<file path="config.mk">
export PLATFORM = sky130hd
export DESIGN_NAME = srm_unit
export DESIGN_NICKNAME = d
export VERILOG_FILES = /design/src/srm_pkg.sv /design/src/srm_unit.sv
export SDC_FILE = /design/constraint.sdc
export NUM_CORES = 1
export LEC_CHECK = 0
export BUFFER_PORTS_ARGS = -buffer_cell sky130_fd_sc_hd__buf_2
export CAP_MARGIN = 30
export CORE_MARGIN = 1
export CORE_UTILIZATION = 25
export CTS_BUF_LIST = sky130_fd_sc_hd__clkbuf_4
export DETAILED_ROUTE_END_ITERATION = 12
export PLACE_DENSITY = 0.49
export SLEW_MARGIN = 30
export SYNTH_ARGS = -nofsm -noshare
export SYNTH_HDL_FRONTEND = slang
export SYNTH_SLANG_ARGS = --single-unit
</file>
<file path="constraint.sdc">
create_clock -name mclk -period 4.4 [get_ports mclk]
set_input_delay 0.88 -clock mclk [delete_from_list [all_inputs] [get_ports mclk]]
set_output_delay 0.88 -clock mclk [all_outputs]
set_load 0.02 [all_outputs]
</file>
<file path="src/srm_pkg.sv">
package srm_pkg;

  // instruction word, bit 0 of the encoding is the most significant bit here
  typedef struct packed {
    logic [5:0] opcd;
    logic [4:0] src_idx;
    logic [4:0] tgt_idx;
    logic [4:0] cnt_idx;
    logic [9:0] xo;
    logic record_flag;
  } srm_insn_t;

  // condition field 0, less-than in the top bit
  typedef struct packed {
    logic less_than_zero_flag;
    logic greater_than_zero_flag;
    logic zero_result_flag;
    logic summary_ovf;
  } srm_cr0_t;

  // write-back to the general register file
  typedef struct packed {
    logic [4:0] idx;
    logic [31:0] data;
  } srm_wb_t;

  typedef enum logic [1:0] {
    SRM_OP_NONE = 2'h0,
    SRM_OP_LONG_IMM = 2'h1,
    SRM_OP_LONG_REG = 2'h2,
    SRM_OP_SAVE = 2'h3
  } srm_op_t;

  // gray codes along idle -> exec -> done; done -> idle flips both bits
  typedef enum logic [1:0] {
    SRM_ST_IDLE = 2'h0,
    SRM_ST_EXEC = 2'h1,
    SRM_ST_DONE = 2'h3
  } srm_state_t;

  localparam logic [5:0] SRM_PRIMARY_OPCD = 6'h1f;
  localparam logic [9:0] SRM_XO_LONG_IMM = 10'h2f8;
  localparam logic [9:0] SRM_XO_LONG_REG = 10'h2d8;
  localparam logic [9:0] SRM_XO_SAVE = 10'h298;

  localparam int SRM_WORD_W = 32;
  localparam int SRM_CNT_LSB = 0;
  localparam int SRM_CNT_MSB = 4;
  localparam int SRM_CNT_MODE_BIT = 5;

  // register byte offsets
  localparam logic [4:0] SRM_REG_CTRL = 5'h00;
  localparam logic [4:0] SRM_REG_INSN = 5'h04;
  localparam logic [4:0] SRM_REG_SRC = 5'h08;
  localparam logic [4:0] SRM_REG_CNT = 5'h0c;
  localparam logic [4:0] SRM_REG_AUX = 5'h10;
  localparam logic [4:0] SRM_REG_RESULT = 5'h14;
  localparam logic [4:0] SRM_REG_STATUS = 5'h18;
  localparam logic [4:0] SRM_REG_SO = 5'h1c;

  // control and status fields
  localparam int SRM_CTRL_GO = 0;
  localparam int SRM_CTRL_CLR = 1;
  localparam int SRM_ST_BUSY = 4;
  localparam int SRM_ST_DONE_BIT = 5;
  localparam int SRM_ST_ILL = 6;
  localparam int SRM_ST_AUXW = 7;
  localparam int SRM_ST_IDX_LSB = 8;
  localparam int SRM_ST_CR0W = 13;

  localparam logic [31:0] SRM_AUX_RST = 32'h0000_0000;
  localparam logic [31:0] SRM_ONES = 32'hffff_ffff;

endpackage

</file>
<file path="src/srm_unit.sv">
// The address map and the Wishbone slave port were decided locally.
`timescale 1ns/1ps
// Functional notes
// - immediate long form saves rotated word to auxiliary
// - immediate long form merges rotated with auxiliary under mask
// - register long form rotates by count bits 27-31
// - register long, mode clear: merge rotated, ones-tail mask
// - register long, mode set: merge zeros, ones-head mask
// - register long form writes target, keeps auxiliary
// - save form stores rotated word in auxiliary
// - save form mask zero when count bit 26 set
// - save form target gets rotated AND mask
// - record flag set updates condition field 0 only
// - exception register is never touched
module srm_unit (
  input wire logic mclk,
  input wire logic rst_n,
  // classic wishbone slave
  input wire logic wb_cyc_i,
  input wire logic wb_stb_i,
  input wire logic wb_we_i,
  input wire logic [4:0] wb_adr_i,
  input wire logic [3:0] wb_sel_i,
  input wire logic [31:0] wb_dat_i,
  output logic [31:0] wb_dat_o,
  output logic wb_ack_o,
  // write-back towards the general register file
  output logic rf_wr_stb,
  output srm_pkg::srm_wb_t rf_wr,
  // condition field 0 update
  output logic cr0_wr_stb,
  output srm_pkg::srm_cr0_t cr0_wr
);
  import srm_pkg::*;

  srm_state_t state_q;
  srm_state_t state_d;
  logic ack_q;
  logic [31:0] rdata_q;
  srm_insn_t insn_q;
  logic [31:0] src_q;
  logic [31:0] cnt_q;
  logic [31:0] aux_q;
  logic [31:0] result_q;
  srm_cr0_t cr0_q;
  logic so_q;
  logic done_q;
  logic ill_q;
  logic aux_wr_q;
  logic cr0_wr_q;
  logic rf_wr_stb_q;
  srm_wb_t rf_wr_q;
  logic cr0_wr_stb_q;
  srm_cr0_t cr0_wr_data_q;

  logic bus_req;
  logic bus_wr;
  logic go_req;
  logic clr_req;
  srm_op_t op;
  logic [4:0] shamt;
  logic mode_bit;
  logic [31:0] rot;
  logic [31:0] tail_mask;
  logic [31:0] mask;
  logic [31:0] merge_src;
  logic [31:0] res;
  logic aux_we;
  logic [63:0] dbl;
  srm_cr0_t cr0_new;

  // byte-lane merge of a bus write into a stored word
  function automatic logic [31:0] lane_merge(
    input logic [31:0] old,
    input logic [31:0] wdat,
    input logic [3:0] sel
  );
    logic [31:0] r;
    r = old;
    for (int i = 0; i < 4; i++) begin
      if (sel[i]) begin
        r[i*8 +: 8] = wdat[i*8 +: 8];
      end
    end
    return r;
  endfunction

  // one request taken per ack; ack_q blocks the repeat edge
  assign bus_req = wb_cyc_i && wb_stb_i && !ack_q;
  assign bus_wr = bus_req && wb_we_i;
  assign go_req = bus_wr && (wb_adr_i == SRM_REG_CTRL) && wb_sel_i[0]
                  && wb_dat_i[SRM_CTRL_GO];
  assign clr_req = bus_wr && (wb_adr_i == SRM_REG_CTRL) && wb_sel_i[0]
                   && wb_dat_i[SRM_CTRL_CLR];

  // decode
  always_comb begin
    op = SRM_OP_NONE;
    if (insn_q.opcd == SRM_PRIMARY_OPCD) begin
      case (insn_q.xo)
        SRM_XO_LONG_IMM: op = SRM_OP_LONG_IMM;
        SRM_XO_LONG_REG: op = SRM_OP_LONG_REG;
        SRM_XO_SAVE: op = SRM_OP_SAVE;
        default: op = SRM_OP_NONE;
      endcase
    end
  end

  // shift amount: immediate field or low count bits
  always_comb begin
    if (op == SRM_OP_LONG_IMM) begin
      shamt = insn_q.cnt_idx;
    end else begin
      shamt = cnt_q[SRM_CNT_MSB:SRM_CNT_LSB];
    end
    mode_bit = cnt_q[SRM_CNT_MODE_BIT];
  end

  // rotate left by 32-n equals rotate right by n; n=0 leaves it whole
  assign dbl = {src_q, src_q} >> shamt;
  assign rot = dbl[SRM_WORD_W-1:0];
  // n zeros then 32-n ones, counting from the most significant bit
  assign tail_mask = SRM_ONES >> shamt;

  // mask and merge per operation
  always_comb begin
    mask = tail_mask;
    merge_src = rot;
    res = '0;
    aux_we = 1'b0;
    case (op)
      SRM_OP_LONG_IMM: begin
        mask = tail_mask;
        merge_src = rot;
        res = (merge_src & mask) | (aux_q & ~mask);
        aux_we = 1'b1;
      end
      SRM_OP_LONG_REG: begin
        if (mode_bit) begin
          mask = ~tail_mask;
          merge_src = '0;
        end else begin
          mask = tail_mask;
          merge_src = rot;
        end
        res = (merge_src & mask) | (aux_q & ~mask);
        aux_we = 1'b0;
      end
      SRM_OP_SAVE: begin
        mask = mode_bit ? '0 : tail_mask;
        merge_src = rot;
        res = rot & mask;
        aux_we = 1'b1;
      end
      default: begin
        mask = tail_mask;
        merge_src = rot;
        res = '0;
        aux_we = 1'b0;
      end
    endcase
  end

  // condition field from the 32-bit result taken as signed
  always_comb begin
    cr0_new.less_than_zero_flag = res[SRM_WORD_W-1];
    cr0_new.greater_than_zero_flag = !res[SRM_WORD_W-1] && (res != '0);
    cr0_new.zero_result_flag = (res == '0);
    cr0_new.summary_ovf = so_q;
  end

  // sequencer
  always_comb begin
    state_d = state_q;
    case (state_q)
      SRM_ST_IDLE: if (go_req) state_d = SRM_ST_EXEC;
      SRM_ST_EXEC: state_d = SRM_ST_DONE;
      SRM_ST_DONE: state_d = SRM_ST_IDLE;
      default: state_d = SRM_ST_IDLE;
    endcase
  end

  always_ff @(posedge mclk) begin
    if (!rst_n) begin
      state_q <= SRM_ST_IDLE;
    end else begin
      state_q <= state_d;
    end
  end

  // wishbone ack: one cycle after the request, dropped the cycle after
  always_ff @(posedge mclk) begin
    if (!rst_n) begin
      ack_q <= 1'b0;
    end else begin
      ack_q <= bus_req;
    end
  end

  // operand registers; writes while executing are ignored so the
  // operands cannot change under the datapath
  always_ff @(posedge mclk) begin
    if (!rst_n) begin
      insn_q <= '0;
      src_q <= '0;
      cnt_q <= '0;
      so_q <= 1'b0;
    end else if (bus_wr && state_q == SRM_ST_IDLE) begin
      case (wb_adr_i)
        SRM_REG_INSN: insn_q <= lane_merge(insn_q, wb_dat_i, wb_sel_i);
        SRM_REG_SRC: src_q <= lane_merge(src_q, wb_dat_i, wb_sel_i);
        SRM_REG_CNT: cnt_q <= lane_merge(cnt_q, wb_dat_i, wb_sel_i);
        SRM_REG_SO: if (wb_sel_i[0]) so_q <= wb_dat_i[0];
        default: begin
        end
      endcase
    end
  end

  // auxiliary holding register: execution beats a bus write
  always_ff @(posedge mclk) begin
    if (!rst_n) begin
      aux_q <= SRM_AUX_RST;
    end else if (state_q == SRM_ST_EXEC) begin
      if (aux_we) begin
        aux_q <= rot;
      end
    end else if (bus_wr && wb_adr_i == SRM_REG_AUX) begin
      aux_q <= lane_merge(aux_q, wb_dat_i, wb_sel_i);
    end
  end

  // result, condition field and per-operation status
  always_ff @(posedge mclk) begin
    if (!rst_n) begin
      result_q <= '0;
      cr0_q <= '0;
      ill_q <= 1'b0;
      aux_wr_q <= 1'b0;
      cr0_wr_q <= 1'b0;
    end else if (state_q == SRM_ST_EXEC) begin
      ill_q <= (op == SRM_OP_NONE);
      aux_wr_q <= aux_we;
      cr0_wr_q <= (op != SRM_OP_NONE) && insn_q.record_flag;
      if (op != SRM_OP_NONE) begin
        result_q <= res;
      end
      if (op != SRM_OP_NONE && insn_q.record_flag) begin
        cr0_q <= cr0_new;
      end
    end
  end

  // done flag: completion wins over a clear in the same cycle
  always_ff @(posedge mclk) begin
    if (!rst_n) begin
      done_q <= 1'b0;
    end else if (state_q == SRM_ST_EXEC) begin
      done_q <= 1'b1;
    end else if (clr_req || go_req) begin
      done_q <= 1'b0;
    end
  end

  // write-back pulses; nothing here reaches a carry or overflow
  // register, those stay with the rest of the core
  always_ff @(posedge mclk) begin
    if (!rst_n) begin
      rf_wr_stb_q <= 1'b0;
      rf_wr_q <= '0;
      cr0_wr_stb_q <= 1'b0;
      cr0_wr_data_q <= '0;
    end else begin
      rf_wr_stb_q <= (state_q == SRM_ST_EXEC) && (op != SRM_OP_NONE);
      cr0_wr_stb_q <= (state_q == SRM_ST_EXEC) && (op != SRM_OP_NONE)
                      && insn_q.record_flag;
      if (state_q == SRM_ST_EXEC && op != SRM_OP_NONE) begin
        rf_wr_q.idx <= insn_q.tgt_idx;
        rf_wr_q.data <= res;
        if (insn_q.record_flag) begin
          cr0_wr_data_q <= cr0_new;
        end
      end
    end
  end

  assign rf_wr_stb = rf_wr_stb_q;
  assign rf_wr = rf_wr_q;
  assign cr0_wr_stb = cr0_wr_stb_q;
  assign cr0_wr = cr0_wr_data_q;

  // read data, registered with the ack; unmapped reads return zero
  always_ff @(posedge mclk) begin
    if (!rst_n) begin
      rdata_q <= '0;
    end else if (bus_req && !wb_we_i) begin
      case (wb_adr_i)
        SRM_REG_CTRL: rdata_q <= '0;
        SRM_REG_INSN: rdata_q <= insn_q;
        SRM_REG_SRC: rdata_q <= src_q;
        SRM_REG_CNT: rdata_q <= cnt_q;
        SRM_REG_AUX: rdata_q <= aux_q;
        SRM_REG_RESULT: rdata_q <= result_q;
        SRM_REG_STATUS: begin
          rdata_q <= '0;
          rdata_q[3:0] <= cr0_q;
          rdata_q[SRM_ST_BUSY] <= (state_q != SRM_ST_IDLE);
          rdata_q[SRM_ST_DONE_BIT] <= done_q;
          rdata_q[SRM_ST_ILL] <= ill_q;
          rdata_q[SRM_ST_AUXW] <= aux_wr_q;
          rdata_q[SRM_ST_IDX_LSB +: 5] <= insn_q.tgt_idx;
          rdata_q[SRM_ST_CR0W] <= cr0_wr_q;
        end
        SRM_REG_SO: rdata_q <= {31'h0000_0000, so_q};
        default: rdata_q <= '0;
      endcase
    end
  end

  assign wb_ack_o = ack_q;
  assign wb_dat_o = rdata_q;

endmodule // srm_unit

</file>
## Yosys cells after proc, flatten, opt, wreduce, memory -nomap -nowiden

Index checks and enable logic that the tools add are counted.

- Muxes and demuxes: 22
- Bitwise logic cells: 9
- Shift operators: 2
- Equal/unequal tests: 17
- Reductions and logical operators: 52

Operator list:

| operator | number |
|---|---|
| 2-to-1 mux 32 bit | 8 |
| case mux 32 bit (7 select lines) | 1 |
| AND 32 bit | 5 |
| case mux 32 bit (3 select lines) | 1 |
| NOT 32 bit | 2 |
| bitwise OR 32 bit | 2 |
| >> shifter 64 x 5 -> 32 bit | 1 |
| AND reduction 3 bit | 17 |
| zero test 32 bit | 1 |
| 2-to-1 mux 8 bit | 4 |
| nonzero test 32 bit | 1 |
| >> shifter 32 x 5 -> 32 bit (first input constant) | 1 |
| equality test 10 bit (second input constant) | 3 |
| equality test 5 bit (second input constant) | 4 |
| nonzero test 2 bit | 8 |
| logical AND 1 bit | 14 |
| equality test 5 x 4 -> 1 bit (second input constant) | 2 |
| equality test 6 x 5 -> 1 bit (second input constant) | 1 |
| case mux 2 bit (3 select lines) | 1 |
| AND reduction 2 bit | 3 |
| equality test 5 x 3 -> 1 bit (second input constant) | 1 |
| zero test 5 bit | 1 |
| 2-to-1 mux 5 bit | 1 |
| equality test 2 x 1 -> 1 bit (second input constant) | 2 |
| 9 further kinds | 17 |

- Logic and storage cells: 143
- Bits in registers: 247
- Output and inout port bits: 76
- Input bits: 46

## Longest topological paths before layout

Gate-level depths: netlist (run 1).

- Depth in word-level cells: 15
- Depth in mapped cells: 21
- Gate-level depth less buffers: 16

## Worst setup path before layout (run 1)

No wires, ideal clock.

- Kind: register to register
- Start point: reg insn_q[3] (netlist bit)
- End point: reg cr0_q[1] (netlist bit)
- Setup slack: 0.161 ns
- Period minus slack after synthesis: 4.239 ns
- Buffers on the path: 3
- Data required time: 4.313 ns
- Cell stages (with the launch flop): 17
- Arrival: 4.152 ns
- Setup time: 0.087 ns
- Cell sequence: dfxtp_1 and4bb_4 nand4_4 mux2_2 clkbuf_1 clkbuf_1 clkbuf_1 o21ai_0 ha_1 inv_1 a32o_1 a21o_1 a221o_1 nor4_1 nand4_1 or3_1 o31ai_1

- Longest elaborated chain between the ends: 14
- Elaborated cells between the ends (all ways): 30
- Classes of those cells: eq/ne: 6; shift: 2; mux: 9; bitwise: 9; reduce/logical: 4

Ends and longest elaborated chain:

| element | RTL line | RTL |
|---|---|---|
| start, declared | srm_unit.sv:40 | `srm_insn_t insn_q;` |
| start signal, assigned | srm_unit.sv:210 | `SRM_REG_INSN: insn_q <= lane_merge(insn_q, wb_dat_i, wb_sel_i);` |
| equality test 10 bit | srm_unit.sv:100 | `case (insn_q.xo)` |
| case mux 2 bit (3 select lines) * | srm_unit.sv:100 |  |
| 2-to-1 mux 2 bit * | srm_unit.sv:99 | `if (insn_q.opcd == SRM_PRIMARY_OPCD) begin` |
| equality test 2 x 1 -> 1 bit | srm_unit.sv:111, srm_unit.sv:131 |  |
| 2-to-1 mux 5 bit | srm_unit.sv:111 | `if (op == SRM_OP_LONG_IMM) begin` |
| >> shifter 32 x 5 -> 32 bit | srm_unit.sv:123 | `assign tail_mask = SRM_ONES >> shamt;` |
| NOT 32 bit | srm_unit.sv:135, srm_unit.sv:140 |  |
| 2-to-1 mux 32 bit | srm_unit.sv:139 | `if (mode_bit) begin` |
| 2-to-1 mux 32 bit | srm_unit.sv:131 | `case (op)` |
| NOT 32 bit | srm_unit.sv:146 | `res = (merge_src & mask) \| (aux_q & ~mask);` |
| AND 32 bit | srm_unit.sv:146 |  |
| bitwise OR 32 bit | srm_unit.sv:146 |  |
| case mux 32 bit (3 select lines) | srm_unit.sv:131 |  |
| zero test 32 bit | srm_unit.sv:168 | `cr0_new.zero_result_flag = (res == '0);` |
| end signal, assigned | srm_unit.sv:249 | `cr0_q <= cr0_new;` |
| end, declared | srm_unit.sv:45 | `srm_cr0_t cr0_q;` |

Every way passes the cells marked *; elsewhere a longest branch is shown, timed or not. The select of a mux whose other input is x is not followed.
A chain may end at the register's enable or synchronous reset.

## Worst setup path in the final report (run 1)

- Start point: reg insn_q[31] (netlist bit)
- End point: reg cr0_q[2] (netlist bit)

- Longest elaborated chain between the ends: 14
- Elaborated cells between the ends (all ways): 29
- Classes of those cells: eq/ne: 4; shift: 2; mux: 8; bitwise: 9; reduce/logical: 6

Ends and longest elaborated chain:

| element | RTL line | RTL |
|---|---|---|
| equality test 6 x 5 -> 1 bit * | srm_unit.sv:99 |  |
| 2-to-1 mux 2 bit * | srm_unit.sv:99 |  |
| equality test 2 x 1 -> 1 bit | srm_unit.sv:111, srm_unit.sv:131 |  |
| 2-to-1 mux 5 bit | srm_unit.sv:111 |  |
| >> shifter 32 x 5 -> 32 bit | srm_unit.sv:123 |  |
| NOT 32 bit | srm_unit.sv:135, srm_unit.sv:140 |  |
| 2-to-1 mux 32 bit | srm_unit.sv:139 |  |
| 2-to-1 mux 32 bit | srm_unit.sv:131 |  |
| NOT 32 bit | srm_unit.sv:146 |  |
| AND 32 bit | srm_unit.sv:146 |  |
| bitwise OR 32 bit | srm_unit.sv:146 |  |
| case mux 32 bit (3 select lines) | srm_unit.sv:131 |  |
| nonzero test 32 bit or zero test 1 bit (tied branches) | srm_unit.sv:167 | `cr0_new.greater_than_zero_flag = !res[SRM_WORD_W-1] && (res != '0);` |
| logical AND 1 bit | srm_unit.sv:167 |  |

Marks and branches as above.

==> run_results.csv, run 1 <==
group,metric,value,unit
status,outcome,"complete, no violations",
worst_setup_path,cp.buffers_inverters,3,
worst_setup_path,critPathMostFrequentCell,"buf_4",
yosys,async_flop_share,0,%
layout,finalNonFillerCells,3404,
yosys,synth_adder_area_share,2.18,%
global_routing,grt_pass1_wl,152000,µm
placement,dp_hpwl,85100,µm
yosys,synth.avg_cell_area,8.00,µm²
clock_network,cts_max_path_buffers,3,
worst_setup_path,path_delay_family,"simple AND/OR/NAND/NOR gates",
yosys,synth_edf_count,0,
global_routing,overflow,0,
detailed_routing,drc,0,
pwr,ir_drop,0.190,mV
yosys,ys_warn_count,0,
global_routing,antenna_found_initial,5,
worst_setup_path,critical_path.max_stage_delay,530,ps
yosys,synthSimpleGateAreaFrac,20.2,%
yosys,ys_ff_latch,215,
flow_run,cap_violations,0,
clock_network,cts_root_buf,"clkbuf_4",
detailed_routing,drtAntennaViolNets,0,
global_routing,grt_max_degree,102,
yosys,synth_top_family_by_area,"multiplexers",
worst_setup_path,end_kind,"flip-flop",
min_path,hold_depth,3,
yosys,synthXorXnorAreaFrac,0,%
worst_setup_path,crit_chain,"and4b_1 -> and4_4 -> buf_12 -> buf_4 -> mux2_2 -> a32oi_1 -> nor4bb_1 -> nand3_1 -> o21ai_0 -> nor4b_1 -> buf_4 -> and4_1 -> a311oi_1",
yosys,synthTopCellsByArea,"dfxtp_1, mux2i_1, mux4_2, nor2_1, a21oi_1",
placement,place.gp.congestion,1.01,
yosys,synthCells,2221,
worst_setup_path,worst-path-stages,13,
timing,layout_setup_ws,130,ps
worst_setup_path,critPathLaunchType,"flip-flop",
clock_network,clk_pin_slew,70,ps
worst_setup_path,required,5060,ps
timing,period_share,97.1,%
worst_setup_path,critical_path_class,"flip-flop to flip-flop",
timing,fmax,234,MHz
yosys,synth_common_cells,"nor2_1, mux2i_1, dfxtp_1, nand2_1, a21oi_1",
detailed_routing,num_vias,20700,
placement,placed_area,20500,µm²
yosys,ys_types,84,
worst_setup_path,r2r_slack,130,ps
worst_setup_path,crit_fanout,18,
die,die_h,269,µm
layout,layout-drive-gt1-share,24.9,%
yosys,synth_ff_type,"dfxtp_1",
layout,fillers,7641,
detailed_routing,dr.first_iter.drc_count,2491,
detailed_routing,viasPerCell,6.08,
placement,dp_slack,-111,ps
timing,drv_slew,0,
detailed_routing,routedWlPerCell,32.4,µm
timing,setup_violations,0,
detailed_routing,drtPass1Iterations,6,
worst_setup_path,r2r_cells,13,
timing,hold_viol,0,
detailed_routing,wl,110000,µm
timing,rsz0062_at_grt,"false",
placement,port_buffers,121,
die,row_count,97,
yosys,netlist_area,17800,µm²
timing,fin_crit,4270,ps
pwr,power_density,184,nW/µm²
timing,holdWs,388,ps
clock_network,numCtsBuffers,58,
yosys,synth-compound-area-share,22.4,%
layout,syn_to_final_growth,19.8,%
timing,finalSetupTns,0,ps
worst_setup_path,crit_path_top_delay_cell,"o21ai_0",
worst_setup_path,arrival,4930,ps
global_routing,grt_util_all_layers,29.8,%
pwr,p_leak,7.34,nW
clock_network,clk_latency,790,ps
timing,slew_headroom,35.5,%
die,start_util,25.3,%
clock_network,cts_tree,"built",
yosys,ys_seq_area_share,24.2,%
clock_network,cts_sinks,215,
yosys,synth_top_cell_by_area,"dfxtp_1",
timing,worst_pin_slew,966,ps
timing,finClkSkew,69.8,ps
die,fp.dieW,269,µm
layout,num-nets-final,2499,
global_routing,grt_pass1_vias,19300,
die,design.die.area,72200,µm²
placement,post-place-cells,3300,
yosys,synth.most_common_cell,"nor2_1",
layout,fin_area,21300,µm²
min_path,hold_class,"primary input to flip-flop",
yosys,synth_mux_area_share,25.2,%
die,io_pins,122,
clock_network,cts.htree.levels,2,
die,fp.coreArea,70100,µm²
yosys,synth_top_area_share,24.2,%
yosys,syn_nets,2298,
[worst register-to-register path, delay by kind of cell, from the launching register on]
family                 cells  cell delay [ps]
AO/OA/AOI/OAI              3             1040
AND/OR/NAND/NOR            6             1730
multiplexers               1              490
buffers and inverters      3              610
flip-flops                 1              330
[power by group]
group	switching (W)	leakage, nW	internal [W]	total, W
logic	0.000139	5.19	0.0000435	0.000183
clock network	0.000915	0.424	0.000879	0.00179
registers	0.00000401	1.73	0.00195	0.00195
[per-stage QoR]
stage          util (%)  power [W]
3_3_place_gp       29.2    0.00217
4_1_cts            30.3    0.00396
2_1_floorplan         -    0.00207
3_5_place_dp       29.2    0.00217
5_1_grt            30.3    0.00406
6_report           30.3    0.00393
[state kept, by name (all words and copies together), names as in the netlist, 2 cells and up]
register  flops
aux_q        32
cnt_q        32
insn_q       32
result_q     32
src_q        32
wb_dat_o     32
rf_wr         5
cr0_q         4
cr0_wr        4
state_q       2
[what timing repair did]
item | in CTS | in global routing
hold buffers | 0 | 0
buffers inserted | 1 | 1
pin swaps | 0 | 1
gates resized for setup | 1 | 7
cloned | 0 | 0
endpoints found under the setup margin | 4 | 4
[metal layers]
layer	global-route usage, %	vias to the layer above	share of wire (%)
li1	-	8754	-
met1	38.5	10200	40
met2	46.5	1407	44
met3	5.16	296	9.3
met4	17.1	4	6.5
met5	0	-	0.021
[path summary, 6_finish.rpt]
check,start,end
worst max-delay path,insn_q[31],cr0_q[2]
worst min-delay path,wb_stb_i,wb_ack_o
worst min register to register,rf_wr[32],rf_wr[32]
worst max register to register,insn_q[31],cr0_q[2]
[cell usage in the layout (no fill, tap or decap), types with 18 or more instances in the layout]
cell      Yosys  final
a31oi_1      31     31
buf_2        22    121
ha_1         31     31
o211ai_1     19     19
buf_4        11    218
and2_1       20     20
a21oi_1     161    161
nor2_1      330    328
mux4_2       71     71
o22ai_1      28     28
mux2i_1     227    226
inv_1        20     19
nand3_1      50     50
nand2_1     213    213
a22oi_1      82     82
clkbuf_4      0     84
nor2b_1      24     23
dfxtp_1     215    210
a211oi_1     32     31
o21ai_0      84     81
nor3_1       51     50
mux2_2       51     51
nand2b_1     18     18
[final cells by class]
class	count	area, µm²	share of cell area [%]
well taps	940	1180	5.52
multi-input cells	1773	12500	58.7
inverters	23	91.3	0.429
flip-flops and latches	215	4320	20.3
diodes	3	7.51	0.0353
clock inverters	15	77.6	0.364
clock buffers	84	631	2.96
repair buffers	351	2480	11.7
[logic make-up (layout without fill, tap and decap cells)]
logic type                 Yosys count  count (layout)
adders and majority gates           31              31
buffers and inverters              233             473
muxes                              351             351
AOI/OAI and AO/OA                  596             596
DFF                                215             215
and+or+nand+nor                    795             795
other                                0               3
(Power assumes the default switching activity.)
==> run 2: changes to the inputs <==
CTS_BUF_LIST = default   (was sky130_fd_sc_hd__clkbuf_4)
==> run 2 against run 1 <==
  * Die area unchanged
  * Utilization increased by 0.21 points
  * Worst setup slack worse by 83 ps
  * Worst hold slack improved by 68 ps
  * Final area grew 0.70%
  * Sequential power hardly changed
  * Critical endpoint unchanged
  * Highest routed layer unchanged
==> run_results.csv, run 2 (synthesis results as in run 1) <==
group,metric,value,unit
status,outcome,"complete, no violations",
pwr,switching_power,0.00106,W
pwr,power_frac_comb,4.2,%
global_routing,grt_pass1_wl,151000,µm
layout,final_cell_mix,"nor2_1, mux2i_1, buf_4",
worst_setup_path,critical_path.max_stage_delay,670,ps
worst_setup_path,crit_fanout,20,
worst_setup_path,critical_path_class,"flip-flop to flip-flop",
timing,hold_viol,0,
die,row_count,97,
layout,syn_to_final_growth,20.6,%
timing,holdWs,456,ps
die,die_h,269,µm
clock_network,cts.htree.levels,1,
timing,setup_violations,0,
worst_setup_path,crit_chain,"and4bb_4 -> nand4_4 -> mux2_2 -> inv_2 -> buf_4 -> buf_4 -> nand2_1 -> o22ai_1 -> nor4_2 -> buf_4 -> o21ai_0 -> nor4_1 -> buf_4 -> a21boi_0 -> a311oi_1",
detailed_routing,met2_length,48700,µm
timing,fmax,230,MHz
pwr,power.share.sequential,45.1,%
clock_network,ctsHoldBuffers,0,
clock_network,cts_max_path_buffers,3,
global_routing,antenna_found_initial,4,
pwr,ir_drop,0.211,mV
clock_network,clk_latency,570,ps
timing,drv_slew,0,
layout,fin_area,21400,µm²
die,io_pins,122,
global_routing,grt_max_degree,102,
flow_run,cap_violations,0,
placement,placed_area,20500,µm²
placement,place.gp.congestion,1.01,
placement,dp_hpwl,85100,µm
worst_setup_path,required,4870,ps
clock_network,cts_root_buf,"clkbuf_16",
die,fp.dieW,269,µm
pwr,pwr-share-clk,50.7,%
detailed_routing,viasPerCell,6.12,
clock_network,clk_pin_slew,70,ps
detailed_routing,highest_layer,"met5",
clock_network,cts_sinks,215,
clock_network,numCtsBuffers,25,
detailed_routing,dr.first_iter.drc_count,2580,
pwr,sw_frac_of_total,24.5,%
layout,final_common_cell,"nor2_1",
detailed_routing,drc,0,
timing,fin_crit,4350,ps
detailed_routing,wl,110000,µm
min_path,hold_class,"flip-flop to flip-flop",
detailed_routing,num_vias,20500,
layout,num-nets-final,2466,
placement,port_buffers,121,
global_routing,grt_pass1_vias,19000,
layout,antenna_cells,0,
worst_setup_path,arrival,4820,ps
detailed_routing,drtAntennaViolNets,0,
detailed_routing,wirelength_met1,43800,µm
timing,worst_pin_slew,940,ps
detailed_routing,routedWlPerCell,32.8,µm
clock_network,cts_tree,"built",
timing,rsz0062_at_grt,"false",
timing,finClkSkew,33.1,ps
worst_setup_path,critPathLaunchType,"flip-flop",
pwr,power_density,202,nW/µm²
worst_setup_path,end_kind,"flip-flop",
global_routing,overflow,0,
timing,slew_headroom,36.7,%
worst_setup_path,critPathMostFrequentCell,"buf_4",
timing,period_share,98.9,%
pwr,p_leak,7.35,nW
pwr,p_int,0.00327,W
die,design.die.area,72200,µm²
die,start_util,25.3,%
die,fp.coreArea,70100,µm²
detailed_routing,wl_met3,10200,µm
worst_setup_path,crit_path_top_delay_cell,"o21ai_0",
detailed_routing,drtPass1Iterations,8,
layout,layout-drive-gt1-share,23.6,%
global_routing,grt_util_all_layers,29.5,%
[run 2: routing by layer]
| layer | GRT usage, % | vias up |
|---|---|---|
| li1 | - | 8642 |
| met1 | 38.6 | 10100 |
| met2 | 46.5 | 1401 |
| met3 | 4.40 | 284 |
| met4 | 16.1 | 4 |
| met5 | 0 | - |
[run 2: worst paths after layout]
path	cells past startpoint	from	to	slack, ps
hold reg to reg	2	aux_wr_q	aux_wr_q	460
hold / removal	2	aux_wr_q	aux_wr_q	460
setup / recovery	15	insn_q[3]	cr0_q[2]	50
setup reg to reg	15	insn_q[3]	cr0_q[2]	50
[run 2: power by group through the flow]
stage | clock, W | sequential [W] | combinational (W)
2_1_floorplan | 0 | 0.00199 | 0.0000759
3_5_place_dp | 0 | 0.00199 | 0.000178
4_1_cts | 0.00221 | 0.00195 | 0.000178
6_report | 0.00219 | 0.00195 | 0.000182
3_3_place_gp | 0 | 0.00199 | 0.000178
5_1_grt | 0.00228 | 0.00195 | 0.000187
[run 2: area by class of cell]
| class | instances | area [µm²] |
|---|---|---|
| Clock buffer | 34 | 719 |
| Tap cell | 940 | 1180 |
| Timing Repair Buffer | 351 | 2480 |
| Clock inverter | 12 | 146 |
| Inverter | 23 | 91.3 |
| Sequential cell | 215 | 4320 |
| Fill cell | 7622 | 48700 |
| Multi-Input combinational cell | 1773 | 12500 |
[run 2: repair_timing]
action,CTS,global route
pin swaps,0,0
setup endpoints to repair,4,4
resized for setup,2,5
setup buffers,0,2
cloned,0,0
[run 2: worst max-delay path: cells and delay by family (launching register included)]
family                 cells  cell delay (ps)
AOI/OAI and AO/OA          4             1350
buffers and inverters      5              960
DFF                        1              330
muxes                      1              420
and+or+nand+nor            5             1150
[run 2: per-stage QoR]
stage	instances	setup WS (ps)	total power [W]	setup TNS [ps]	util [%]
floorplan	2221	161	0.00207	0	-
global placement	3300	-133	0.00217	-317	29.2
CTS	3346	29.5	0.00434	0	30.5
finish	3348	46.6	0.00433	0	30.6
global route	3348	8.91	0.00442	0	30.6
detailed placement	3300	-111	0.00217	-266	29.2
